--- src/verilog/dcr_pkg.sv ---
// Package for the drive communication register bank: addresses, codes, limits and carriers.
// Assumes a protocol front end that hands over one decoded 16-bit register access at a time.
package dcr_pkg;
	localparam logic [15:0] ADDR_RUN_CMD = 16'h2000;
	localparam logic [15:0] ADDR_FREQ_SET = 16'h2001;
	localparam logic [15:0] ADDR_LOOP_SET = 16'h2002;
	localparam logic [15:0] ADDR_LOOP_FB = 16'h2003;
	localparam logic [15:0] ADDR_TORQUE_SET = 16'h2004;
	localparam logic [15:0] ADDR_FWD_LIMIT = 16'h2005;
	localparam logic [15:0] ADDR_REV_LIMIT = 16'h2006;
	localparam logic [15:0] ADDR_MOT_TORQUE = 16'h2007;
	localparam logic [15:0] ADDR_BRK_TORQUE = 16'h2008;
	localparam logic [15:0] ADDR_SPECIAL = 16'h2009;
	localparam logic [15:0] ADDR_VIN = 16'h200a;
	localparam logic [15:0] ADDR_VOUT = 16'h200b;
	localparam logic [15:0] ADDR_VOLT_SET = 16'h200c;
	localparam logic [15:0] ADDR_AO_ONE = 16'h200d;
	localparam logic [15:0] ADDR_AO_TWO = 16'h200e;
	localparam logic [15:0] ADDR_RUN_STATE = 16'h2100;
	localparam logic [15:0] ADDR_STATUS = 16'h2101;
	localparam logic [7:0] FACTORY_RESERVED_GROUP = 8'h63;
	localparam int RAM_ONLY_BIT = 15;
	localparam logic [15:0] RUN_CODE_MIN = 16'h0001;
	localparam logic [15:0] RUN_CODE_MAX = 16'h0008;
	localparam logic [15:0] PCT_FULL = 16'h03e8;
	localparam logic [15:0] TORQUE_FULL = 16'h0bb8;
	localparam logic [15:0] VIN_MAX = 16'h03ff;
	localparam logic [15:0] VOUT_MAX = 16'h000f;
	localparam logic [15:0] SPECIAL_MAX = 16'h003f;
	localparam logic [15:0] ZERO_WORD = 16'h0000;
	localparam int SPC_MOTOR_LSB = 0;
	localparam int SPC_SWITCH = 2;
	localparam int SPC_CLR_ENERGY = 3;
	localparam int SPC_PREEXCITE = 4;
	localparam int SPC_DC_BRAKE = 5;

	typedef enum logic [3:0] {
		DCR_CMD_NONE = 4'h0,
		DCR_CMD_FWD_RUN = 4'h1,
		DCR_CMD_REV_RUN = 4'h2,
		DCR_CMD_FWD_JOG = 4'h3,
		DCR_CMD_REV_JOG = 4'h4,
		DCR_CMD_STOP = 4'h5,
		DCR_CMD_COAST = 4'h6,
		DCR_CMD_FAULT_RST = 4'h7,
		DCR_CMD_JOG_STOP = 4'h8
	} dcr_cmd_t;

	typedef enum logic [2:0] {
		DCR_RESP_OK = 3'h0,
		DCR_RESP_BAD_ADDR = 3'h1,
		DCR_RESP_READ_ONLY = 3'h2,
		DCR_RESP_BUSY = 3'h3,
		DCR_RESP_RANGE = 3'h4
	} dcr_resp_t;

	typedef struct packed {
		logic valid;
		logic write;
		logic [15:0] addr;
		logic [15:0] data;
	} dcr_req_t;

	typedef struct packed {
		logic valid;
		dcr_resp_t resp;
		logic [15:0] data;
	} dcr_ans_t;

	typedef struct packed {
		logic [15:0] writeData;
		logic nvCommit;
		logic strobe;
		logic [15:0] addr;
	} dcr_par_t;

	typedef struct packed {
		logic [2:0] runState;
		logic readyToRun;
		logic [1:0] activeMotor;
		logic syncMotor;
		logic overloadAlarm;
		logic [1:0] controlSource;
	} dcr_stat_t;
endpackage

--- src/verilog/dcr_register_bank.sv ---
// Register bank of the drive communication interface, one 16-bit access per request.
// Assumes the fieldbus front end strips framing and CRC and presents a single-cycle request;
// the parameter store answers reads through parRdData with its per-parameter lock flags.
`timescale 1ns/100ps
`default_nettype none
module dcr_register_bank #(
	parameter logic [15:0] MAX_FREQ = 16'h4e20
) (
	input wire logic clk,
	input wire logic rst_b,
	input wire dcr_pkg::dcr_req_t req,
	output dcr_pkg::dcr_ans_t ans,
	input wire logic motorRunning,
	input wire logic parLockRun,
	input wire logic parLockAlways,
	input wire logic parExists,
	input wire logic [15:0] parRdData,
	input wire dcr_pkg::dcr_stat_t status,
	output dcr_pkg::dcr_par_t parWrite,
	output dcr_pkg::dcr_cmd_t runCommand,
	output logic runCommandPulse,
	output logic [15:0] frequencySetpoint,
	output logic [15:0] loopSetpoint,
	output logic [15:0] loopFeedback,
	output logic [15:0] torqueSetpoint,
	output logic [15:0] forwardFreqLimit,
	output logic [15:0] reverseFreqLimit,
	output logic [15:0] motoringTorqueLimit,
	output logic [15:0] brakingTorqueLimit,
	output logic [5:0] specialControl,
	output logic [9:0] virtualInputs,
	output logic [3:0] virtualOutputs,
	output logic [15:0] separatedVoltageSetpoint,
	output logic [15:0] analogOutSetpointOne,
	output logic [15:0] analogOutSetpointTwo
);
	// Signed window check used by every signed setpoint.
	function automatic logic in_signed(input logic [15:0] v, input logic [15:0] lim);
		in_signed = ($signed(v) <= $signed(lim)) && ($signed(v) >= -$signed(lim));
	endfunction

	wire logic [15:0] a = req.addr;
	wire logic ramOnly = a[dcr_pkg::RAM_ONLY_BIT];
	wire logic [7:0] group = {1'b0, a[14:8]};
	wire logic isCtrl = (a >= dcr_pkg::ADDR_RUN_CMD) && (a <= dcr_pkg::ADDR_AO_TWO);
	wire logic isStat = (a == dcr_pkg::ADDR_RUN_STATE) || (a == dcr_pkg::ADDR_STATUS);
	// Matching bits 14:8 as well keeps the working-copy alias of the reserved group refused.
	wire logic isReserved = ({ramOnly, a[14:8]} == dcr_pkg::FACTORY_RESERVED_GROUP) ||
		(group == dcr_pkg::FACTORY_RESERVED_GROUP);
	wire logic isParam = !isCtrl && !isStat && !isReserved && parExists;
	wire logic [15:0] d = req.data;
	wire logic doWrite = req.valid && req.write;
	wire logic doRead = req.valid && !req.write;

	logic rangeOk;
	always_comb begin
		if (a == dcr_pkg::ADDR_RUN_CMD) begin
			rangeOk = (d >= dcr_pkg::RUN_CODE_MIN) && (d <= dcr_pkg::RUN_CODE_MAX);
		end else if (a == dcr_pkg::ADDR_FREQ_SET || a == dcr_pkg::ADDR_FWD_LIMIT ||
			a == dcr_pkg::ADDR_REV_LIMIT) begin
			rangeOk = d <= MAX_FREQ;
		end else if (a == dcr_pkg::ADDR_LOOP_SET || a == dcr_pkg::ADDR_LOOP_FB ||
			a == dcr_pkg::ADDR_VOLT_SET) begin
			rangeOk = d <= dcr_pkg::PCT_FULL;
		end else if (a == dcr_pkg::ADDR_TORQUE_SET) begin
			rangeOk = in_signed(d, dcr_pkg::TORQUE_FULL);
		end else if (a == dcr_pkg::ADDR_MOT_TORQUE || a == dcr_pkg::ADDR_BRK_TORQUE) begin
			rangeOk = d <= dcr_pkg::TORQUE_FULL;
		end else if (a == dcr_pkg::ADDR_SPECIAL) begin
			rangeOk = d <= dcr_pkg::SPECIAL_MAX;
		end else if (a == dcr_pkg::ADDR_VIN) begin
			rangeOk = d <= dcr_pkg::VIN_MAX;
		end else if (a == dcr_pkg::ADDR_VOUT) begin
			rangeOk = d <= dcr_pkg::VOUT_MAX;
		end else if (a == dcr_pkg::ADDR_AO_ONE || a == dcr_pkg::ADDR_AO_TWO) begin
			rangeOk = in_signed(d, dcr_pkg::PCT_FULL);
		end else begin
			rangeOk = 1'b1;
		end
	end

	// Control registers sit at fixed addresses; the alias bit applies only to parameters.
	dcr_pkg::dcr_resp_t next_resp;
	always_comb begin
		if (isReserved) begin
			next_resp = dcr_pkg::DCR_RESP_BAD_ADDR;
		end else if (doRead && ramOnly) begin
			next_resp = dcr_pkg::DCR_RESP_BAD_ADDR;
		end else if (isStat) begin
			next_resp = req.write ? dcr_pkg::DCR_RESP_READ_ONLY : dcr_pkg::DCR_RESP_OK;
		end else if (isCtrl) begin
			next_resp = (req.write && !rangeOk) ? dcr_pkg::DCR_RESP_RANGE : dcr_pkg::DCR_RESP_OK;
		end else if (!isParam) begin
			next_resp = dcr_pkg::DCR_RESP_BAD_ADDR;
		end else if (req.write && (parLockAlways || (parLockRun && motorRunning))) begin
			next_resp = dcr_pkg::DCR_RESP_BUSY;
		end else begin
			next_resp = dcr_pkg::DCR_RESP_OK;
		end
	end

	wire logic accept = req.valid && (next_resp == dcr_pkg::DCR_RESP_OK);
	wire logic ctrlWr = accept && req.write && isCtrl;
	wire logic parWr = accept && req.write && isParam;
	wire logic runWr = ctrlWr && (a == dcr_pkg::ADDR_RUN_CMD);

	wire logic [15:0] statWord = {8'h00, 1'b0, status.controlSource, status.overloadAlarm,
		status.syncMotor, status.activeMotor, status.readyToRun};
	wire logic [15:0] runWord = {13'h0000, status.runState};

	logic [15:0] next_rdata;
	always_comb begin
		if (!accept || req.write) begin
			next_rdata = dcr_pkg::ZERO_WORD;
		end else if (a == dcr_pkg::ADDR_RUN_STATE) begin
			next_rdata = runWord;
		end else if (a == dcr_pkg::ADDR_STATUS) begin
			next_rdata = statWord;
		end else if (a == dcr_pkg::ADDR_RUN_CMD) begin
			next_rdata = {12'h000, runCommand};
		end else if (a == dcr_pkg::ADDR_FREQ_SET) begin
			next_rdata = frequencySetpoint;
		end else if (a == dcr_pkg::ADDR_LOOP_SET) begin
			next_rdata = loopSetpoint;
		end else if (a == dcr_pkg::ADDR_LOOP_FB) begin
			next_rdata = loopFeedback;
		end else if (a == dcr_pkg::ADDR_TORQUE_SET) begin
			next_rdata = torqueSetpoint;
		end else if (a == dcr_pkg::ADDR_FWD_LIMIT) begin
			next_rdata = forwardFreqLimit;
		end else if (a == dcr_pkg::ADDR_REV_LIMIT) begin
			next_rdata = reverseFreqLimit;
		end else if (a == dcr_pkg::ADDR_MOT_TORQUE) begin
			next_rdata = motoringTorqueLimit;
		end else if (a == dcr_pkg::ADDR_BRK_TORQUE) begin
			next_rdata = brakingTorqueLimit;
		end else if (a == dcr_pkg::ADDR_SPECIAL) begin
			next_rdata = {10'h000, specialControl};
		end else if (a == dcr_pkg::ADDR_VIN) begin
			next_rdata = {6'h00, virtualInputs};
		end else if (a == dcr_pkg::ADDR_VOUT) begin
			next_rdata = {12'h000, virtualOutputs};
		end else if (a == dcr_pkg::ADDR_VOLT_SET) begin
			next_rdata = separatedVoltageSetpoint;
		end else if (a == dcr_pkg::ADDR_AO_ONE) begin
			next_rdata = analogOutSetpointOne;
		end else if (a == dcr_pkg::ADDR_AO_TWO) begin
			next_rdata = analogOutSetpointTwo;
		end else begin
			next_rdata = parRdData;
		end
	end

	always_ff @(posedge clk) begin
		if (!rst_b) begin
			ans <= '0;
		end else begin
			ans.valid <= req.valid;
			ans.resp <= req.valid ? next_resp : dcr_pkg::DCR_RESP_OK;
			ans.data <= next_rdata;
		end
	end

	// Parameter writes pass through to the store; the alias suppresses the commit.
	always_ff @(posedge clk) begin
		if (!rst_b) begin
			parWrite <= '0;
		end else begin
			parWrite.strobe <= parWr;
			parWrite.addr <= {1'b0, a[14:0]};
			parWrite.nvCommit <= parWr && !ramOnly;
			parWrite.writeData <= d;
		end
	end

	// The command is held, and a one-cycle pulse marks each accepted write so repeats act.
	always_ff @(posedge clk) begin
		if (!rst_b) begin
			runCommand <= dcr_pkg::DCR_CMD_NONE;
			runCommandPulse <= 1'b0;
		end else begin
			runCommandPulse <= runWr;
			if (runWr) begin
				runCommand <= dcr_pkg::dcr_cmd_t'(d[3:0]);
			end
		end
	end

	always_ff @(posedge clk) begin
		if (!rst_b) begin
			frequencySetpoint <= '0;
			loopSetpoint <= '0;
			loopFeedback <= '0;
			torqueSetpoint <= '0;
			forwardFreqLimit <= '0;
			reverseFreqLimit <= '0;
			motoringTorqueLimit <= '0;
			brakingTorqueLimit <= '0;
			specialControl <= '0;
			virtualInputs <= '0;
			virtualOutputs <= '0;
			separatedVoltageSetpoint <= '0;
			analogOutSetpointOne <= '0;
			analogOutSetpointTwo <= '0;
		end else if (ctrlWr) begin
			if (a == dcr_pkg::ADDR_FREQ_SET) begin
				frequencySetpoint <= d;
			end
			if (a == dcr_pkg::ADDR_LOOP_SET) begin
				loopSetpoint <= d;
			end
			if (a == dcr_pkg::ADDR_LOOP_FB) begin
				loopFeedback <= d;
			end
			if (a == dcr_pkg::ADDR_TORQUE_SET) begin
				torqueSetpoint <= d;
			end
			if (a == dcr_pkg::ADDR_FWD_LIMIT) begin
				forwardFreqLimit <= d;
			end
			if (a == dcr_pkg::ADDR_REV_LIMIT) begin
				reverseFreqLimit <= d;
			end
			if (a == dcr_pkg::ADDR_MOT_TORQUE) begin
				motoringTorqueLimit <= d;
			end
			if (a == dcr_pkg::ADDR_BRK_TORQUE) begin
				brakingTorqueLimit <= d;
			end
			if (a == dcr_pkg::ADDR_SPECIAL) begin
				specialControl <= d[5:0];
			end
			if (a == dcr_pkg::ADDR_VIN) begin
				virtualInputs <= d[9:0];
			end
			if (a == dcr_pkg::ADDR_VOUT) begin
				virtualOutputs <= d[3:0];
			end
			if (a == dcr_pkg::ADDR_VOLT_SET) begin
				separatedVoltageSetpoint <= d;
			end
			if (a == dcr_pkg::ADDR_AO_ONE) begin
				analogOutSetpointOne <= d;
			end
			if (a == dcr_pkg::ADDR_AO_TWO) begin
				analogOutSetpointTwo <= d;
			end
		end
	end

	a_reserved_refused: assert property (@(posedge clk) disable iff (!rst_b)
		req.valid && isReserved |=> ans.valid && ans.resp == dcr_pkg::DCR_RESP_BAD_ADDR)
		else $error("Reserved group access was not refused.");
	a_reserved_no_store: assert property (@(posedge clk) disable iff (!rst_b)
		doWrite && isReserved |=> !parWrite.strobe && !runCommandPulse)
		else $error("Reserved group write reached the store.");
	a_run_lock_write: assert property (@(posedge clk) disable iff (!rst_b)
		doWrite && isParam && !isReserved && motorRunning && parLockRun
		|=> ans.resp == dcr_pkg::DCR_RESP_BUSY && !parWrite.strobe)
		else $error("Run-locked write was not refused.");
	a_fixed_lock_write: assert property (@(posedge clk) disable iff (!rst_b)
		doWrite && isParam && parLockAlways
		|=> ans.resp == dcr_pkg::DCR_RESP_BUSY && !parWrite.strobe)
		else $error("Fixed parameter write was not refused.");
	a_alias_no_commit: assert property (@(posedge clk) disable iff (!rst_b)
		parWrite.strobe && $past(ramOnly) |-> !parWrite.nvCommit)
		else $error("Working-copy write committed to storage.");
	a_plain_commit: assert property (@(posedge clk) disable iff (!rst_b)
		parWr && !ramOnly |=> parWrite.strobe && parWrite.nvCommit)
		else $error("Plain parameter write was not committed.");
	a_param_address: assert property (@(posedge clk) disable iff (!rst_b)
		parWr |=> parWrite.addr == ($past(a) & 16'h7fff) && parWrite.writeData == $past(d))
		else $error("Parameter write carried the wrong address or data.");
	a_alias_read_bad: assert property (@(posedge clk) disable iff (!rst_b)
		doRead && ramOnly |=> ans.resp != dcr_pkg::DCR_RESP_OK && ans.data == 16'h0000)
		else $error("Alias read returned data.");
	a_run_cmd_pulse: assert property (@(posedge clk) disable iff (!rst_b)
		doWrite && a == dcr_pkg::ADDR_RUN_CMD && rangeOk
		|=> runCommandPulse && {12'h000, runCommand} == $past(d))
		else $error("Run command not latched with a pulse.");
	a_pulse_cause: assert property (@(posedge clk) disable iff (!rst_b)
		runCommandPulse |-> $past(runWr))
		else $error("Run command pulse without an accepted write.");
	a_freq_range: assert property (@(posedge clk) disable iff (!rst_b)
		doWrite && a == dcr_pkg::ADDR_FREQ_SET && d > MAX_FREQ
		|=> $stable(frequencySetpoint) && ans.resp == dcr_pkg::DCR_RESP_RANGE)
		else $error("Out-of-range frequency write was taken.");
	a_loop_range: assert property (@(posedge clk) disable iff (!rst_b)
		doWrite && a == dcr_pkg::ADDR_LOOP_SET && d > dcr_pkg::PCT_FULL |=> $stable(loopSetpoint))
		else $error("Out-of-range loop setpoint write was taken.");
	a_range_keeps: assert property (@(posedge clk) disable iff (!rst_b)
		doWrite && a == dcr_pkg::ADDR_TORQUE_SET && !rangeOk
		|=> $stable(torqueSetpoint) && ans.resp == dcr_pkg::DCR_RESP_RANGE)
		else $error("Out-of-range torque write was taken.");
	a_brake_range: assert property (@(posedge clk) disable iff (!rst_b)
		doWrite && a == dcr_pkg::ADDR_BRK_TORQUE && d > dcr_pkg::TORQUE_FULL
		|=> $stable(brakingTorqueLimit))
		else $error("Out-of-range braking limit write was taken.");
	a_special_bits: assert property (@(posedge clk) disable iff (!rst_b)
		ctrlWr && a == dcr_pkg::ADDR_SPECIAL |=> {10'h000, specialControl} == $past(d))
		else $error("Special control word not stored.");
	a_vin_width: assert property (@(posedge clk) disable iff (!rst_b)
		doWrite && a == dcr_pkg::ADDR_VIN && d > dcr_pkg::VIN_MAX |=> $stable(virtualInputs))
		else $error("Virtual input took an out-of-range value.");
	a_vout_width: assert property (@(posedge clk) disable iff (!rst_b)
		doWrite && a == dcr_pkg::ADDR_VOUT && d > dcr_pkg::VOUT_MAX |=> $stable(virtualOutputs))
		else $error("Virtual output took an out-of-range value.");
	a_volt_range: assert property (@(posedge clk) disable iff (!rst_b)
		doWrite && a == dcr_pkg::ADDR_VOLT_SET && d > dcr_pkg::PCT_FULL
		|=> $stable(separatedVoltageSetpoint))
		else $error("Out-of-range voltage setpoint write was taken.");
	a_ao_range: assert property (@(posedge clk) disable iff (!rst_b)
		doWrite && a == dcr_pkg::ADDR_AO_ONE && !in_signed(d, dcr_pkg::PCT_FULL)
		|=> $stable(analogOutSetpointOne))
		else $error("Out-of-range analog output write was taken.");
	a_run_state_read: assert property (@(posedge clk) disable iff (!rst_b)
		doRead && a == dcr_pkg::ADDR_RUN_STATE |=> ans.data == {13'h0000, $past(status.runState)})
		else $error("Run state read is wrong.");
	a_status_read: assert property (@(posedge clk) disable iff (!rst_b)
		doRead && a == dcr_pkg::ADDR_STATUS |=> ans.data[0] == $past(status.readyToRun) &&
		ans.data[6:5] == $past(status.controlSource) && ans.data[7] == 1'b0)
		else $error("Status word read is wrong.");
	a_status_readonly: assert property (@(posedge clk) disable iff (!rst_b)
		doWrite && isStat && !isReserved |=> ans.resp == dcr_pkg::DCR_RESP_READ_ONLY)
		else $error("Status write was not refused.");
	a_unknown_refused: assert property (@(posedge clk) disable iff (!rst_b)
		req.valid && !isCtrl && !isStat && !parExists |=> ans.resp == dcr_pkg::DCR_RESP_BAD_ADDR)
		else $error("Unknown address was not refused.");
	a_refused_quiet: assert property (@(posedge clk) disable iff (!rst_b)
		req.valid && next_resp != dcr_pkg::DCR_RESP_OK
		|=> ans.data == 16'h0000 && !parWrite.strobe && !runCommandPulse)
		else $error("Refused access changed state or returned data.");
	a_answer_follows: assert property (@(posedge clk) disable iff (!rst_b)
		ans.valid == $past(req.valid))
		else $error("Answer strobe does not follow the request.");
endmodule
`default_nettype wire

--- config.mk ---
export PLATFORM = sky130hd
export DESIGN_NAME = dcr_register_bank
export DESIGN_NICKNAME = d
export VERILOG_FILES = /design/src/verilog/dcr_pkg.sv /design/src/verilog/dcr_register_bank.sv
export SDC_FILE = /design/constraint.sdc
export NUM_CORES = 1
export LEC_CHECK = 0
export BUFFER_PORTS_ARGS = -buffer_cell sky130_fd_sc_hd__buf_4
export CORE_MARGIN = 1.5
export CORE_UTILIZATION = 45
export DETAILED_ROUTE_END_ITERATION = 8
export GPL_ROUTABILITY_DRIVEN = 0
export GPL_TIMING_DRIVEN = 0
export PLACE_DENSITY_LB_ADDON = 0.08
export SETUP_SLACK_MARGIN = 0.2
export SLEW_MARGIN = 30
export SYNTH_ARGS = -nofsm -noshare
export SYNTH_HDL_FRONTEND = slang
export SYNTH_SLANG_ARGS = --single-unit
--- constraint.sdc ---
create_clock -name clk -period 7.2 [get_ports clk]
set_clock_uncertainty 0.1 [all_clocks]
set_input_delay 2.16 -clock clk [delete_from_list [all_inputs] [get_ports clk]]
set_output_delay 2.16 -clock clk [all_outputs]
set_load 0.01 [all_outputs]
==> metrics.yaml, run 1 <==
grtUsageMet3_pct: 10.8
yosys-top-cells-count: "dfxtp_1 (254), nand2_1 (182), o21ai_0 (149)"
yosysWarnings: 0
grt_start_max_net_pins: 16
drt_wl_total_um: 51900
ys.flop_type: "dfxtp_1"
fin_nets: 1798
crit_family: "buffers and inverters"
postSynthNetCount: 1453
grt-ovfl-total: 0
synthArstFlopShare_pct: 0
antenna_found_initial: 1
power_frac_seq_pct: 46.3
synth_edf_count: 0
first_iter_violations: 1823
path_common_cell: "clkbuf_1"
synth_seq_cells: 254
max_freq_mhz: 178
netlist_area_sq_um: 11300
ir_worst_vdd_mv: 0.158
io_buffers: 316
rsz0062_at_grt: "false"
cts_made_buffers: 27
via_per_inst: 6.32
final.setup.tns_ps: 0
path_cells: "clkbuf_1 -> clkbuf_1 -> and4b_1 -> clkbuf_1 -> nand4_1 -> mux2i_1 -> a21oi_1 -> o21ai_0 -> nand4_1 -> and3_1"
vias: 13105
required_ps: 7550
slew_headroom_pct: 32.7
worstPathBufferInverterCount: 3
reg2regPathDepth: 7
avgSynthCellArea_sq_um: 8.18
status: "complete, no violations"
arrival_ps: 5960
synthTopCellsByArea: "dfxtp_1 (45%), o21ai_0 (6.6%), nand2_1 (6.0%)"
reg2reg_from: "specialControl[2]"
cts_tree: "built"
r2r_setup_slack_ps: 4800
cts-resized-gates: 0
start_util_pct: 46.3
cp_slowest_cell: "nand4_1"
track_usage_pct: 37.9
maxCapViolCount: 0
grt_util_met1_pct: 48.0
clk_pin_slew_ps: 60
die_h_um: 162
hold_class: "reg -> reg"
power-per-cell-area_nw_per_um2: 204
stdcell_area_sq_um: 15000
swShare_pct: 25.6
hpwl_um: 38500
clkSinkCount: 254
cp_num_cells: 10
r2r_end: "ans[2]"
cp-startpoint: "req[18]"
htreeDepth: 1
critPathLaunchType: "input pin"
grt.busiest_layer: "met2"
synth_top_area_cell: "dfxtp_1"
drc: 0
post_cts_buffers: 0
synth_cells: 1387
crit_type: "in -> reg"
core_sq_um: 24500
period_needed_ps: 5610
grt_pass1_vias: 12200
synth_top_area_share_pct: 44.8
fp.dieW_um: 162
report.final.slew_viol_count: 0
ant_nets: 0
ioPinCount: 321
dpl_cell_area_sq_um: 14100
endpoint_kind: "flop"
hold_violations: 0
switching_power_uw: 784
cts_buffer_depth: 3
cts_root_buffer: "clkbuf_16"
area_growth_pct: 32.3
worstMarginPinSlew_ps: 1010
cp_max_fo: 10
timing.final.crit_share_pct: 78.0
holdBufCountCts: 0
ys_types: 80
internal-power_mw: 2.28
pwr-share-comb_pct: 8.2
clkPwrFrac_pct: 45.5
hold_ws_ps: 370
clk_latency_ps: 560
drive_gt1_share_pct: 23.9
yosysSeqAreaShare_pct: 44.8
drt_pre_antenna_iters: 6
wl_per_cell_um: 25.0
row_count: 57
leakage_nw: 6.26
post-synth-top-count-cell: "dfxtp_1"
met2_usage_pct: 58.3
cpPeakStageDelay_ps: 670
grt_pass1_wl_um: 74800
die-area_sq_um: 26200
cp-endpoint: "ans[1]"
setup_viol: 0
fillerInstances: 2277
layout by cell type, fill, tap and decap left out, drive strengths merged, types with 4 or more instances in the layout:
cell      netlist  routed
nor2b          11      11
a221oi         13      13
a21oi          50      50
o21a            8       8
and2           18      18
buf            39     355
nand3         136     136
mux2i          29      29
a2111oi         4       4
clkbuf         72     105
clkinvlp        0       4
nor4           17      17
dfxtp         254     254
mux2           10      10
a31oi          10      10
inv            22      25
a22oi          10      10
or3            11      11
o22ai          40      40
a211oi         10      10
and3           35      35
nand2         183     183
nand4          14      14
o31ai           4       4
nand2b          5       5
nor2           69      69
nor3           26      26
o21ai         202     202
a211o           5       5
o211ai         13      13
clkinv          0       4
o2111ai         4       4
or2             6       6
metrics by stage:
stage | util (%) | setup WS (ps) | total power, mW | std cells
after global routing | 61.2 | 1470 | 3.12 | 2073
after detailed placement | 57.6 | 1410 | 1.69 | 2027
after global placement | 57.6 | 1390 | 1.69 | 2027
final | 61.2 | 1590 | 3.06 | 2074
after CTS | 61.1 | 1950 | 3.05 | 2073
after floorplan | - | 2650 | 1.56 | 1387
cell type report:
cell class / instances / area [sq um] / share of cell area (%)
repair buffers: 316 / 2370 / 15.8
flip-flops and latches: 254 / 5080 / 33.9
clock inverters: 13 / 151 / 1.01
multi-input cells: 1000 / 5740 / 38.2
plain buffers: 111 / 459 / 3.06
inverters: 22 / 82.6 / 0.550
clock buffers: 33 / 718 / 4.78
diodes: 1 / 2.50 / 0.0167
well taps: 324 / 405 / 2.70
registers in the layout, summed over array words and instances, names as in the netlist, 6 cells and up:
signal,flops
virtualInputs,10
frequencySetpoint,16
loopSetpoint,16
torqueSetpoint,16
analogOutSetpointOne,16
reverseFreqLimit,16
loopFeedback,16
forwardFreqLimit,16
ans,20
parWrite,33
specialControl,6
motoringTorqueLimit,16
separatedVoltageSetpoint,16
analogOutSetpointTwo,16
brakingTorqueLimit,16
worst min-delay path by stage:
stage	cells after the start	start	end	slack, ps
floorplan	2	analogOutSetpointOne[5]	analogOutSetpointOne[5]	380
global placement	2	analogOutSetpointTwo[1]	analogOutSetpointTwo[1]	350
detailed placement	2	analogOutSetpointTwo[6]	analogOutSetpointTwo[6]	360
CTS	2	analogOutSetpointTwo[1]	analogOutSetpointTwo[1]	370
global route	2	analogOutSetpointTwo[1]	analogOutSetpointTwo[1]	400
finish	2	analogOutSetpointTwo[1]	analogOutSetpointTwo[1]	370
power groups by stage:
stage / registers (mW) / logic (mW) / clock network, mW
finish: 1.42 / 0.251 / 1.39
global route: 1.42 / 0.257 / 1.44
CTS: 1.42 / 0.238 / 1.39
detailed placement: 1.45 / 0.236 / 0
global placement: 1.45 / 0.235 / 0
floorplan: 1.46 / 0.105 / 0
cells by family after synthesis:
kind of cell	after synthesis	share of synthesized area [%]
AO/OA/AOI/OAI	408	22.0
XOR/XNOR	1	0.0772
buffers and inverters	133	4.77
flip-flops	254	44.8
multiplexers	40	3.75
other	1	0.0330
AND/OR/NAND/NOR	550	24.6
layer usage:
layer | share of wire, % | vias to the layer above
li1 | - | 5716
met1 | 37 | 6127
met2 | 43 | 1054
met3 | 14 | 208
met4 | 6.1 | 0
met5 | 0 | -
worst register-to-register path, stage by stage, from the launching register on:
cell and delay (ps):
dfxtp_1 340, mux2_2 270, o22ai_1 220, nand3_1 140, o2111ai_1 150, nor4_1 100, a2111oi_0 750, o22ai_1 190
Note: power is estimated with default switching activity, not from simulation.
==> run 2, diff against run 1 <==
Settings changed: ABC_AREA set to 1.
Clock period 7.2 ns to 5.64 ns, I/O delays scaled along.
==> run 2 against run 1 <==
Highest routed layer unchanged; first-iteration DRC count down 20%; die area up 12%; synthesized cell count up 44%.
==> metrics.yaml, run 2 <==
status: "complete, no violations"
post_cts_buffers: 0  # unchanged
die_h_um: 171  # +5.8%
synth_top_area_cell: "dfxtp_1"
cts_buffer_depth: 3  # unchanged
clk_latency_ps: 570  # about the same
cts_made_buffers: 28  # +3.7%
maxCapViolCount: 0  # unchanged
fin_nets: 2401  # +34%
core_sq_um: 27800  # +13%
wl_per_cell_um: 17.8  # -29%
hold_class: "reg -> reg"
cpPeakStageDelay_ps: 500  # -170 ps
grt_pass1_vias: 12722  # +4.3%
layout_commonest_cell: "nand2_1"
yosysWarnings: 0  # unchanged
fin_util_pct: 59.6  # -1.6 points
drive_gt1_share_pct: 19.8  # -4.1 points
fp.dieW_um: 171  # +5.8%
power_frac_seq_pct: 43.2  # -3.1 points
start_util_pct: 45.8  # -0.45 points
ioPinCount: 321  # unchanged
post-synth-top-count-cell: "nand2_1"
min_from: "separatedVoltageSetpoint[14]"
hpwl_um: 36700  # -4.6%
r2r_setup_slack_ps: 3280  # -1520 ps
yosys-top-cells-count: "nand2_1 (554), nor2_1 (392), inv_1 (299)"
track_usage_pct: 32.2  # -5.7 points
htreeDepth: 1  # unchanged
vias: 14101  # +7.6%
hold_violations: 0  # unchanged
drt_pre_antenna_iters: 8  # +2
ys_types: 51  # -36%
die-area_sq_um: 29300  # +12%
antenna_cells: 0  # -1
cts-resized-gates: 0  # unchanged
path_cells: "buf_4 -> nor2_2 -> nand2_1 -> nor2_4 -> buf_4 -> nand3_1 -> clkbuf_1 -> o21ai_0 -> a21oi_1 -> o221ai_1 -> o21ai_1 -> o21ai_0 -> o21ai_0 -> o21ai_1 -> nand2_1 -> a21oi_1"
cts_tree: "built"
drt_wl_total_um: 48600  # -6.3%
critPathLaunchType: "input pin"
reg2regPathDepth: 12  # +5
synthTopCellsByArea: "dfxtp_1 (40%), nand2_1 (16%), nor2_1 (12%)"
cp_slowest_cell: "nand3_1"
clk_pin_slew_ps: 60  # about the same
power-per-cell-area_nw_per_um2: 254  # +24%
holdBufCountCts: 0  # unchanged
switching_power_uw: 997  # +27%
reg_top3: "parWrite x33, ans x20"
layout_common_cells: "nand2_1 (554), nor2_1 (392), buf_4 (318)"
endpoint_kind: "flop"
holdPathStages: 2  # unchanged
final.setup.tns_ps: 0  # unchanged
synthArstFlopShare_pct: 0  # unchanged
required_ps: 6020  # -1530 ps
ys.flop_type: "dfxtp_1"
antenna_found_initial: 0  # -1
power_mw: 4.20  # +37%
largest-register: "parWrite"
arrival_ps: 5140  # -820 ps
grt_start_max_net_pins: 16  # unchanged
via_per_inst: 5.16  # -18%
largest_reg_flops: 33  # unchanged
report.final.slew_viol_count: 0  # unchanged
period_needed_ps: 4760
ant_nets: 0  # unchanged
postSynthNetCount: 2067  # +42%
area_growth_pct: 30.1
avgSynthCellArea_sq_um: 6.36  # -22%
rsz0062_at_grt: "false"
drc: 0  # unchanged
synth_cells: 2001  # +44%
r2r_end: "ans[1]"
yosysSeqAreaShare_pct: 39.9  # -4.9 points
clkSinkCount: 254  # unchanged
cp-startpoint: "req[26]"
timing.final.crit_share_pct: 84.4
synth_edf_count: 0  # unchanged
reg2reg_from: "analogOutSetpointTwo[1]"
first_iter_violations: 1463  # -20%
netlist_area_sq_um: 12700  # +12%
swShare_pct: 23.8  # -1.8 points
grt_pass1_wl_um: 71600  # -4.2%
max_freq_mhz: 210
ir_worst_vdd_mv: 0.256  # +62%
clkPwrFrac_pct: 50.5  # +5.0 points
slew_headroom_pct: 32.1  # -0.56 points
worstPathBufferInverterCount: 3  # unchanged
setup_viol: 0  # unchanged
crit_family: "compound AO/OA/AOI/OAI gates"
worstMarginPinSlew_ps: 1020  # +8.35 ps
pwr-share-comb_pct: 6.3  # -1.9 points
row_count: 61  # +7.0%
cp_max_fo: 10  # unchanged
synth_top_area_share_pct: 39.9  # -4.9 points
cts_root_buffer: "clkbuf_16"
synth_seq_cells: 254  # unchanged
io_buffers: 304  # -3.8%
internal-power_mw: 3.20  # +40%
path_common_cell: "o21ai_0"
grt-ovfl-total: 0  # unchanged
crit_type: "in -> reg"
leakage_nw: 9.16  # +46%
worstHoldEndpoint: "separatedVoltageSetpoint[14]"
-- run 2: power groups by stage --
stage	Clock, mW	Sequential, mW	Combinational [mW]
finish	2.12	1.81	0.265
floorplan	0	1.86	0.122
CTS	2.12	1.81	0.260
global placement	0	1.85	0.258
global route	2.20	1.81	0.283
detailed placement	0	1.85	0.259
-- run 2: final cells by class --
| class | count | area (sq um) |
|---|---|---|
| fill | 2752 | 11200 |
| clock buffer | 35 | 787 |
| tap | 378 | 473 |
| timing repair buffer | 304 | 2280 |
| sequential | 254 | 5080 |
| buffer | 113 | 567 |
| multi-input combinational | 1318 | 5890 |
| clock inverter | 16 | 288 |
| inverter | 316 | 1190 |
-- run 2: worst max path at each step --
| stage | depth (start not counted) | slack, ps | end |
|---|---|---|---|
| after floorplan | 21 | 1750 | loopFeedback[7] |
| after global routing | 16 | 820 | ans[10] |
| after CTS | 16 | 1040 | ans[9] |
| after detailed placement | 16 | 460 | ans[9] |
| final | 16 | 880 | ans[9] |
| after global placement | 16 | 460 | ans[9] |
-- run 2: routing by layer --
layer  GRT usage, %  up-vias  wire length, um
met5              0        -                0
met4           13.5        0             2090
met3           5.73      104             4760
met2           50.6      723            21300
met1           43.5     6502            20500
li1               -     6772                -
-- run 2: worst min-delay path, stage by stage, from the launching register on --
cell,delay [ps]
dfxtp_1,320
nand3_1,80
inv_1,30
-- run 2: cell families after synthesis --
| group | count (synthesis) | share of synthesized area [%] |
|---|---|---|
| AND/OR/NAND/NOR | 1079 | 35.3 |
| buffers and inverters | 429 | 13.8 |
| flip-flops | 254 | 39.9 |
| AO/OA/AOI/OAI | 238 | 10.9 |
| other | 1 | 0.0295 |
-- run 2: per-stage QoR --
step / hold WS, ps / area [sq um] / setup WS, ps / std cells
final: 369 / 16600 / 881 / 2734
after global routing: 391 / 16600 / 820 / 2734
after CTS: 370 / 16600 / 1040 / 2734
after detailed placement: 360 / 15500 / 461 / 2683
after global placement: 356 / 15500 / 457 / 2683
after floorplan: 384 / 12700 / 1750 / 2001
==> run 3, diff against run 2 <==
Settings changed: ABC_AREA 1 to 0.
Clock period 5.64 ns to 4.8 ns, I/O delays scaled along.
==> run 3 against run 2 <==
Hold slack gained 6.4 ps; largest power group is now registers; total power grew 9.6%; count of clock-buffer cells in the layout shrank 2; clock power is essentially flat; cell count shrank 24%; sequential power grew 18%; sequential share of layout area grew 3.1 points; largest cell class unchanged; via count shrank 6.2%; setup slack lost 750 ps; sequential cell count is the same; critical path depth shrank 6.
==> metrics.yaml, run 3 (synthesis gave the netlist of run 1 again) <==
worstHoldEndpoint: "analogOutSetpointTwo[1]"
report.final.slew_viol_count: 0  # unchanged
holdPathStages: 2  # unchanged
vias: 13223  # -6.2%
max_freq_mhz: 214
row_count: 57  # -6.6%
cts_tree: "built"
clk_pin_slew_ps: 60  # about the same
core_sq_um: 24500  # -12%
hpwl_um: 38500  # +4.8%
fp.dieW_um: 162  # -5.5%
power-per-cell-area_nw_per_um2: 306  # +21%
endpoint_kind: "flop"
largest-register: "parWrite"
htreeDepth: 1  # unchanged
wl_per_cell_um: 25.0  # +41%
grt_start_max_net_pins: 16  # unchanged
fin_nets: 1799  # -25%
area_growth_pct: 32.5
fin_util_pct: 61.3  # +1.7 points
drive_gt1_share_pct: 24.1  # +4.2 points
largest_reg_flops: 33  # unchanged
first_iter_violations: 1782  # +22%
timing.final.crit_share_pct: 97.3
hold_class: "reg -> reg"
power_mw: 4.60  # +9.6%
layout_commonest_cell: "buf_4"
clkSinkCount: 254  # unchanged
cp-startpoint: "req[17]"
period_needed_ps: 4670
reg2reg_from: "specialControl[2]"
r2r_end: "ans[2]"
ant_nets: 0  # unchanged
hold_violations: 0  # unchanged
cts_root_buffer: "clkbuf_16"
clk_latency_ps: 570  # about the same
start_util_pct: 46.3  # +0.45 points
cts_made_buffers: 27  # -3.6%
final.setup.tns_ps: 0  # unchanged
r2r_setup_slack_ps: 2490  # -790 ps
hold_ws_ps: 375  # +6.37 ps
leakage_nw: 6.28  # -31%
cts_buffer_depth: 3  # unchanged
die_h_um: 162  # -5.5%
drc: 0  # unchanged
status: "complete, no violations"
crit_type: "in -> reg"
grt-ovfl-total: 0  # unchanged
die-area_sq_um: 26200  # -11%
antenna_found_initial: 1  # +1
drt_pre_antenna_iters: 9  # +1
layout_common_cells: "buf_4 (319), dfxtp_1 (254), nand2_1 (182)"
reg2regPathDepth: 7  # -5
drt_wl_total_um: 51900  # +6.8%
cp_max_fo: 10  # unchanged
critPathLaunchType: "input pin"
track_usage_pct: 37.9  # +5.7 points
arrival_ps: 5050  # -90 ps
via_per_inst: 6.37  # +23%
grt_pass1_wl_um: 74800  # +4.4%
ioPinCount: 321  # unchanged
required_ps: 5190  # -830 ps
min_from: "analogOutSetpointTwo[1]"
maxCapViolCount: 0  # unchanged
io_buffers: 316  # +3.9%
rsz0062_at_grt: "false"
holdBufCountCts: 0  # unchanged
worstMarginPinSlew_ps: 1010  # -8.76 ps
reg_top3: "parWrite x33, ans x20"
slew_headroom_pct: 32.7  # +0.58 points
setup_viol: 0  # unchanged
ir_worst_vdd_mv: 0.238  # -7.0%
grt_pass1_vias: 12200  # -4.1%
-- run 3: cell count changes in the layout (fill, tap and decap cells not counted), moves of 17 or more --
cell,previous run,this run
a21oi_1,81,49
and2_1,1,18
and3_1,2,35
buf_2,39,16
clkbuf_1,35,76
inv_1,299,22
mux2i_1,0,29
nand2_1,554,182
nand3_1,63,135
nor2_1,392,69
o21ai_0,84,148
o21ai_1,11,52
o22ai_1,1,40
-- run 3: what timing repair did --
item | CTS | global route
gates resized for setup | 0 | 4
buffers inserted | 0 | 1
setup endpoints to repair | 0 | 4
-- run 3: final cells by class --
cell class              instances  area, sq um
diodes                          2         5.00
plain buffers                 111          474
clock buffers                  33          718
clock inverters                13          151
fillers                      2279         9500
inverters                      22         82.6
multi-input cells            1000         5740
flip-flops and latches        254         5080
well taps                     324          405
repair buffers                317         2380
-- run 3: how the worst max path moves through the flow --
stage / depth (start not counted) / slack [ps] / endpoint
6_report: 10 / 130 / ans[3]
5_1_grt: 10 / 240 / ans[3]
4_1_cts: 10 / 270 / ans[3]
3_5_place_dp: 10 / -270 / ans[3]
3_3_place_gp: 10 / -290 / ans[3]
2_1_floorplan: 8 / 970 / ans[3]
-- run 3: power by group --
| group | internal [mW] | switching, mW | leakage [nW] |
|---|---|---|---|
| clock | 1.18 | 0.917 | 0.415 |
| sequential | 2.12 | 0.00472 | 2.05 |
| combinational | 0.115 | 0.261 | 3.81 |
-- run 3: worst max-delay path: stages --
cell and delay, ps:
buf_4 130, buf_2 260, clkdlybuf4s15_1 750, clkbuf_1 640
clkbuf_2 430, clkbuf_1 560, o22ai_1 170, a22oi_1 290
o21ai_0 180, a21oi_2 180
-- run 3: per-layer routing --
metal | routed length [um] | up-vias | global-route usage [%]
li1 | - | 5737 | -
met1 | 19200 | 6166 | 48.0
met2 | 22000 | 1079 | 58.3
met3 | 7260 | 241 | 10.8
met4 | 3450 | 0 | 20.7
met5 | 0 | - | 0
-- run 3: through the flow --
step | instance area, sq um | instances | setup WS, ps
finish | 15000 | 2076 | 132
global route | 15000 | 2074 | 238
CTS | 15000 | 2073 | 274
detailed placement | 14100 | 2027 | -271
global placement | 14100 | 2027 | -293
floorplan | 11300 | 1387 | 970
